## config.mk

```make
export PLATFORM = sky130hd
export DESIGN_NAME = pbt_tracker
export DESIGN_NICKNAME = d
export VERILOG_FILES = /design/src/hw/pbt_pkg.sv /design/src/hw/pbt_tracker.sv
export SDC_FILE = /design/constraint.sdc
export NUM_CORES = 1
export LEC_CHECK = 0
export BUFFER_PORTS_ARGS = -buffer_cell sky130_fd_sc_hd__buf_4
export CORE_UTILIZATION = 41
export DETAILED_ROUTE_END_ITERATION = 16
export GPL_TIMING_DRIVEN = 0
export HOLD_SLACK_MARGIN = 0.12
export REMOVE_ABC_BUFFERS = 1
export SKIP_LAST_GASP = 1
export SYNTH_ARGS = -nofsm -noshare
export SYNTH_HDL_FRONTEND = slang
export SYNTH_SLANG_ARGS = --single-unit
export TNS_END_PERCENT = 50
```

## constraint.sdc

```tcl
create_clock -name i_core_clk -period 6.15 [get_ports i_core_clk]
set_clock_uncertainty 0.1 [all_clocks]
set_input_delay 1.23 -clock i_core_clk [delete_from_list [all_inputs] [get_ports i_core_clk]]
set_output_delay 1.23 -clock i_core_clk [all_outputs]
set_load 0.005 [all_outputs]
```

## src/hw/pbt_pkg.sv

```systemverilog
/*
 * Package for the proximity offset and baseline tracking block: register
 * offsets, field positions, reset values and the carrier structs.
 * Assumes a byte-wide register port driven by the serial host bus decoder.
 */
package pbt_pkg;

    localparam logic [7:0] ADDR_CALIB_AVERAGE_CFG = 8'heb;
    localparam logic [7:0] ADDR_PROX_TRACKING_CFG = 8'hec;
    localparam logic [7:0] ADDR_STATUS            = 8'hee;
    localparam logic [7:0] ADDR_TRIM_LO           = 8'hc7;
    localparam logic [7:0] ADDR_TRIM_HI           = 8'hc8;
    localparam logic [7:0] ADDR_BASE_LO           = 8'hf0;
    localparam logic [7:0] ADDR_BASE_HI           = 8'hf1;
    localparam logic [7:0] ADDR_AVG_LO            = 8'hf2;
    localparam logic [7:0] ADDR_AVG_HI            = 8'hf3;

    // Field positions.
    localparam int BIT_DC_TO_BASE  = 7;
    localparam int BIT_ZERO_TRIM   = 6;
    localparam int BIT_TRACK_MIN   = 3;
    localparam int BIT_FLAG_TRIM   = 0;
    localparam int BIT_FLAG_BASE   = 1;

    localparam logic [7:0] RST_CALIB_AVERAGE_CFG = 8'h00;
    localparam logic [7:0] RST_PROX_TRACKING_CFG = 8'h0c;
    localparam logic [7:0] MASK_CALIB_AVERAGE_CFG = 8'h87;
    localparam logic [7:0] MASK_PROX_TRACKING_CFG = 8'h4f;
    localparam logic [8:0] TRIM_MIN = 9'h101;
    localparam logic [8:0] RST_TRIM = 9'h000;
    localparam logic [15:0] RST_BASE = 16'hffff;

    typedef struct packed {
        logic       wr;
        logic       rd;
        logic [7:0] addr;
        logic [7:0] wdata;
    } pbt_reg_req_s;

    typedef struct packed {
        logic        valid;
        logic        calib;
        logic        calib_end;
        logic [15:0] data;
    } pbt_sample_s;

endpackage

```

## src/hw/pbt_tracker.sv

```systemverilog
/*
 * Proximity offset trim and baseline tracking with sample averaging.
 * Assumes the proximity engine gives one pulse per conversion result and
 * a calib_end pulse when calibration finishes; register access is one cycle.
 */
// Functional notes
// - With zero-hit trim on, a zero proximity result decrements the offset unless it is at minimum.
// - An offset trim sets the trimmed flag and raises calibration irq if on.
// - With tracking on, a smaller average overwrites the baseline; a DC copy in the same cycle wins.
// - A tracking baseline replacement sets the moved flag and raises irq if enabled; the DC copy does not.
// - Baseline tracking enable resets to one; software may clear it.
// - Normal operation averages 2^N samples, N a three-bit field, reset 4.
// - After binary search, DC averaging uses 2^N measurements from its field.
// - Offset is nine-bit two's complement; high byte reads all zeros or ones.
// - With copy enabled, DC average loads the baseline at calibration end.
`timescale 1ns/10ps
module pbt_tracker (
    input  wire logic                  i_core_clk,
    input  wire logic                  i_reset,
    input  wire pbt_pkg::pbt_reg_req_s i_reg,
    input  wire pbt_pkg::pbt_sample_s  i_sample,
    input  wire logic                  i_calib_irq_en,
    output logic [7:0]                 o_rdata,
    output logic [8:0]                 o_prox_signed_trim,
    output logic [15:0]                o_prox_baseline,
    output logic [15:0]                o_prox_average,
    output logic                       o_calibration_irq
);

    typedef struct packed {
        logic [7:0]  avg_cfg;
        logic [7:0]  trk_cfg;
        logic [8:0]  trim;
        logic [15:0] base;
        logic [15:0] avg;
        logic [15:0] dc_avg;
        logic [22:0] acc;
        logic [7:0]  cnt;
        logic        calib_mode;
        logic        flag_trim;
        logic        flag_base;
        logic        irq;
        logic [7:0]  rdata;
    } pbt_state_s;

    pbt_state_s st_r;
    pbt_state_s st_nxt;

    logic [2:0]  n_sel;
    logic [7:0]  target;
    logic [22:0] acc_base;
    logic [7:0]  cnt_base;
    logic [22:0] acc_sum;
    logic [15:0] mean;
    logic        zero_hit;
    logic        trim_ev;
    logic        base_ev;
    logic        done;

    always_comb begin
        st_nxt = st_r;
        n_sel    = i_sample.calib ? st_r.avg_cfg[2:0] : st_r.trk_cfg[2:0];
        target   = 8'(8'h01 << n_sel);
        // A sample of the other mode starts a fresh sum, so a calibration
        // pass never blends into the running proximity average.
        acc_base = (i_sample.calib == st_r.calib_mode) ? st_r.acc : '0;
        cnt_base = (i_sample.calib == st_r.calib_mode) ? st_r.cnt : '0;
        acc_sum  = acc_base + {7'h00, i_sample.data};
        mean     = 16'(acc_sum >> n_sel);
        done     = i_sample.valid && (cnt_base + 8'h01 >= target);
        zero_hit = i_sample.valid && (i_sample.data == 16'h0000) &&
                   st_r.trk_cfg[pbt_pkg::BIT_ZERO_TRIM] && !i_sample.calib;
        trim_ev  = zero_hit && (st_r.trim != pbt_pkg::TRIM_MIN);
        base_ev  = 1'b0;

        if (i_sample.valid) begin
            st_nxt.calib_mode = i_sample.calib;
            if (done) begin
                st_nxt.acc = '0;
                st_nxt.cnt = '0;
                if (i_sample.calib) begin
                    st_nxt.dc_avg = mean;
                end else begin
                    st_nxt.avg = mean;
                    if (st_r.trk_cfg[pbt_pkg::BIT_TRACK_MIN] &&
                        mean < st_r.base) begin
                        st_nxt.base = mean;
                        base_ev     = 1'b1;
                    end
                end
            end else begin
                st_nxt.acc = acc_sum;
                st_nxt.cnt = cnt_base + 8'h01;
            end
        end

        if (trim_ev) begin
            st_nxt.trim = st_r.trim - 9'h001;
        end

        if (i_sample.calib_end &&
            st_r.avg_cfg[pbt_pkg::BIT_DC_TO_BASE]) begin
            st_nxt.base = st_r.dc_avg;
        end

        st_nxt.rdata = 8'h00;
        if (i_reg.rd) begin
            unique case (i_reg.addr)
                pbt_pkg::ADDR_CALIB_AVERAGE_CFG: st_nxt.rdata = st_r.avg_cfg;
                pbt_pkg::ADDR_PROX_TRACKING_CFG: st_nxt.rdata = st_r.trk_cfg;
                pbt_pkg::ADDR_STATUS:
                    st_nxt.rdata = {6'h00, st_r.flag_base, st_r.flag_trim};
                pbt_pkg::ADDR_TRIM_LO:   st_nxt.rdata = st_r.trim[7:0];
                pbt_pkg::ADDR_TRIM_HI:   st_nxt.rdata = {8{st_r.trim[8]}};
                pbt_pkg::ADDR_BASE_LO:   st_nxt.rdata = st_r.base[7:0];
                pbt_pkg::ADDR_BASE_HI:   st_nxt.rdata = st_r.base[15:8];
                pbt_pkg::ADDR_AVG_LO:    st_nxt.rdata = st_r.avg[7:0];
                pbt_pkg::ADDR_AVG_HI:    st_nxt.rdata = st_r.avg[15:8];
                default:                 st_nxt.rdata = 8'h00;
            endcase
        end

        // Software writes lose to a same-cycle hardware update of the trim.
        if (i_reg.wr) begin
            unique case (i_reg.addr)
                // A half-filled sum would be judged against the new count,
                // so any change of the averaging setup starts over.
                pbt_pkg::ADDR_CALIB_AVERAGE_CFG: begin
                    st_nxt.avg_cfg = i_reg.wdata &
                                     pbt_pkg::MASK_CALIB_AVERAGE_CFG;
                    st_nxt.acc     = '0;
                    st_nxt.cnt     = '0;
                end
                pbt_pkg::ADDR_PROX_TRACKING_CFG: begin
                    st_nxt.trk_cfg = i_reg.wdata &
                                     pbt_pkg::MASK_PROX_TRACKING_CFG;
                    st_nxt.acc     = '0;
                    st_nxt.cnt     = '0;
                end
                pbt_pkg::ADDR_TRIM_LO: if (!trim_ev) begin
                    st_nxt.trim[7:0] = i_reg.wdata;
                end
                pbt_pkg::ADDR_TRIM_HI: if (!trim_ev) begin
                    st_nxt.trim[8] = i_reg.wdata[7];
                end
                pbt_pkg::ADDR_STATUS: begin
                    // Write one to clear; a new event in the same cycle wins.
                    if (i_reg.wdata[pbt_pkg::BIT_FLAG_TRIM]) begin
                        st_nxt.flag_trim = 1'b0;
                    end
                    if (i_reg.wdata[pbt_pkg::BIT_FLAG_BASE]) begin
                        st_nxt.flag_base = 1'b0;
                    end
                end
                default: ;
            endcase
        end

        if (trim_ev) begin
            st_nxt.flag_trim = 1'b1;
        end
        if (base_ev) begin
            st_nxt.flag_base = 1'b1;
        end
        st_nxt.irq = i_calib_irq_en && (st_nxt.flag_trim || st_nxt.flag_base);
    end

    always_ff @(posedge i_core_clk) begin
        if (i_reset) begin
            st_r         <= '0;
            st_r.avg_cfg <= pbt_pkg::RST_CALIB_AVERAGE_CFG;
            st_r.trk_cfg <= pbt_pkg::RST_PROX_TRACKING_CFG;
            st_r.trim    <= pbt_pkg::RST_TRIM;
            st_r.base    <= pbt_pkg::RST_BASE;
        end else begin
            st_r <= st_nxt;
        end
    end

    assign o_rdata            = st_r.rdata;
    assign o_prox_signed_trim = st_r.trim;
    assign o_prox_baseline    = st_r.base;
    assign o_prox_average     = st_r.avg;
    assign o_calibration_irq  = st_r.irq;
endmodule

```

==> results.json <==
{
  "status": "finished, final reports clean",
  "slew_viol_final": 0,
  "dpl_worst_slack_ns": -1.36,
  "final_cells": 1311,
  "dieWidth_um": 142,
  "ctsHtreeMaxLevel": 3,
  "gp_congestion": 0.894,
  "synth_top_area_cell": "dfxtp_1",
  "grt_pass1_wl_um": 37200,
  "synth.top_cells.by_area": "dfxtp_1 27%, ha_1 6.5%, nor2_1 5.4%",
  "core_area_sq_um": 19000,
  "p_leak_uw": 0.00365,
  "dieHeight_um": 142,
  "crit_end": "o_prox_baseline[4]",
  "viasPerCell": 5.80,
  "antenna_cells": 0,
  "core.rowCount": 50,
  "clock_path_buffers": 2,
  "pin_count": 90,
  "synth_ff_type": "dfxtp_1",
  "timing.hold.ws_ns": 0.362,
  "grt.total_usage_pct": 23.4,
  "grt_max_degree": 69,
  "clk_pin_slew_worst_paths_ns": 0.08,
  "final_cell_mix": "113 x nor2_1, 109 x buf_4, 109 x dfxtp_1",
  "syn2layout_area_growth_pct": 13.3,
  "synth_top_area_share_pct": 27.1,
  "insertion_delay_ns": 0.36,
  "fin_crit_ns": 5.97,
  "finalSetupViolations": 0,
  "worstMarginPinSlew_ns": 1.31,
  "setup_ws_ns": 0.177,
  "num_vias": 7607,
  "worstSetupPathType": "primary input to flip-flop",
  "post_drt_wl_per_cell_um": 18.2,
  "ys_ff_latch": 109,
  "clock_sinks": 109,
  "cts_tree": "done",
  "final_nets": 1129,
  "syn_area_per_cell_sq_um": 7.84,
  "reg2reg_depth": 21,
  "async_flop_share_pct": 0,
  "power_density_nw_per_um2": 198,
  "r2r-end": "o_prox_baseline[4]",
  "worstPathRequired_ns": 6.24,
  "drt-total-wl_um": 23900,
  "slew_headroom_pct": 12.9,
  "startpoint": "i_sample[17]",
  "timing.fmax_mhz": 167,
  "setup.worst_path.end_class": "flip-flop",
  "port_buffers": 89,
  "synth_edf_count": 0,
  "dp_hpwl_um": 17200,
  "yosysSeqAreaShare_pct": 27.1,
  "initial_core_util_pct": 42.5,
  "first_iter_violations": 555,
  "hp-class": "flip-flop to flip-flop",
  "dr.pass1.iters": 8,
  "cts_root_buffer": "clkbuf_16",
  "p_total_uw": 1800,
  "r2r_start": "st_r[11]",
  "cts_made_buffers": 9,
  "ant_nets": 0,
  "cap_violations": 0,
  "path_max_fanout": 12,
  "drc_errors": 0,
  "grt_antenna_before_repair": 0,
  "ir_worst_vdd_v": 0.000146,
  "startpoint_type": "primary input",
  "ys.warnings.count": 0,
  "hold_violations": 0,
  "cts.hold.buffers_added": 0,
  "die-area_sq_um": 20200,
  "ff2ff_setup_slack_ns": 0.48,
  "grt_remaining_overflow": 0,
  "placedCellCount": 1271,
  "yosysUniqueCellTypes": 94,
  "worstPathArrival_ns": 6.06,
  "layout_commonest_cell": "nor2_1",
  "final_layout_size_suffix_gt1_share_pct": 19.7,
  "syn-instance-count": 1028,
  "netlist_area_sq_um": 8060,
  "timing.final.crit_share_pct": 97.1,
  "grt_pass1_vias": 6657
}
## sequential cells by signal (all words and copies together) (netlist names)
register,flops
o_calibration_irq,1
st_r,59
o_prox_signed_trim,9
o_rdata,8
o_prox_average,16
o_prox_baseline,16
## per-layer routing
layer / track usage, % / up-vias / part of all wire [%]
li1: - / 3724 / -
met1: 33.6 / 3594 / 47
met2: 36.5 / 264 / 45
met3: 2.46 / 25 / 6.0
met4: 7.24 / 0 / 1.8
met5: 0 / - / 0
## cell type report
cell class | count | area, sq um
fillers | 1898 | 9820
clock buffers | 9 | 225
flip-flops and latches | 109 | 2180
clock inverters | 7 | 60.1
multi-input cells | 784 | 5370
repair buffers | 112 | 861
well taps | 260 | 325
inverters | 30 | 113
## timing repair
| action | 4_1_cts | 5_1_grt |
|---|---|---|
| setup buffers | 9 | 12 |
| gates resized for setup | 16 | 21 |
| setup endpoints to repair | 18 | 18 |
| pin swaps | 6 | 15 |
| gates cloned | 1 | 2 |
## logic make-up (layout without fill, tap and decap cells)
group                    count (synthesis)  after routing  synth area share (%)
AND/OR/NAND/NOR                        395            396                  23.5
AO/OA/AOI/OAI                          272            272                  24.5
buffers and inverters                  138            158                  9.05
flip-flops                             109            109                  27.1
adder cells (fa/ha/maj)                 43             43                  6.77
XOR/XNOR                                39             41                  4.56
multiplexers                            32             32                  4.56
## stage by stage
stage | cell area [sq um] | utilization [%] | TNS, ns
3_5_place_dp | 8470 | 44.7 | -21.54
5_1_grt | 9130 | 48.2 | -0.00421
2_1_floorplan | 7440 | - | 0
6_report | 9130 | 48.2 | 0
3_3_place_gp | 8440 | 44.5 | -28.83
4_1_cts | 8920 | 47.0 | 0
## cells in the mapped netlist (4+ instances only)
| master | n |
|---|---|
| buf_2 | 4 |
| a221oi_1 | 4 |
| dfxtp_1 | 109 |
| ha_1 | 42 |
| o21a_1 | 4 |
| a21o_1 | 12 |
| nand2_1 | 97 |
| xnor2_1 | 16 |
| buf_4 | 51 |
| clkbuf_1 | 48 |
| nand3_1 | 69 |
| and2_1 | 23 |
| o21ai_1 | 6 |
| mux2i_1 | 20 |
| a222oi_1 | 6 |
| a31oi_1 | 9 |
| nand4_1 | 10 |
| nand2b_1 | 5 |
| mux2_2 | 7 |
| or3_1 | 4 |
| a21oi_1 | 76 |
| nor2b_1 | 5 |
| o211ai_1 | 16 |
| o21ai_0 | 30 |
| a22oi_1 | 17 |
| nor2_1 | 115 |
| o31ai_1 | 5 |
| nor3_1 | 26 |
| nor4_1 | 10 |
| inv_1 | 29 |
| xor2_1 | 21 |
| and3_1 | 6 |
| a211oi_1 | 33 |
## where the power goes
part           switching (uW)  internal, uW
logic                     260           190
registers                33.9           738
clock network             299           282
total                     593          1210
## worst max-delay path, cell delays in order
cell and delay, ns:
buf_12 0.14, xnor2_2 0.39, and2_1 0.21, ha_1 0.31
a21o_1 0.25, a311o_1 0.46, a21oi_4 0.25, mux2i_4 0.32
o22ai_2 0.11, a211o_1 0.26, a21oi_2 0.26, ha_1 0.30
a21o_1 0.16, a21o_1 0.18, a21oi_2 0.20, nand2_1 0.10
nor4b_2 0.30, o211a_4 0.30, nor2_8 0.08, mux2i_1 0.16
o21ai_1 0.08
## worst min-delay path by stage
stage | startpoint | to | slack, ns | cells past startpoint
6_report | st_r[23] | st_r[23] | 0.36 | 2
5_1_grt | st_r[28] | st_r[28] | 0.39 | 2
4_1_cts | st_r[28] | st_r[28] | 0.36 | 2
3_5_place_dp | st_r[28] | st_r[28] | 0.35 | 2
3_3_place_gp | st_r[28] | st_r[28] | 0.34 | 2
2_1_floorplan | st_r[20] | st_r[20] | 0.34 | 2
Note: power is estimated with default switching activity, not from simulation.
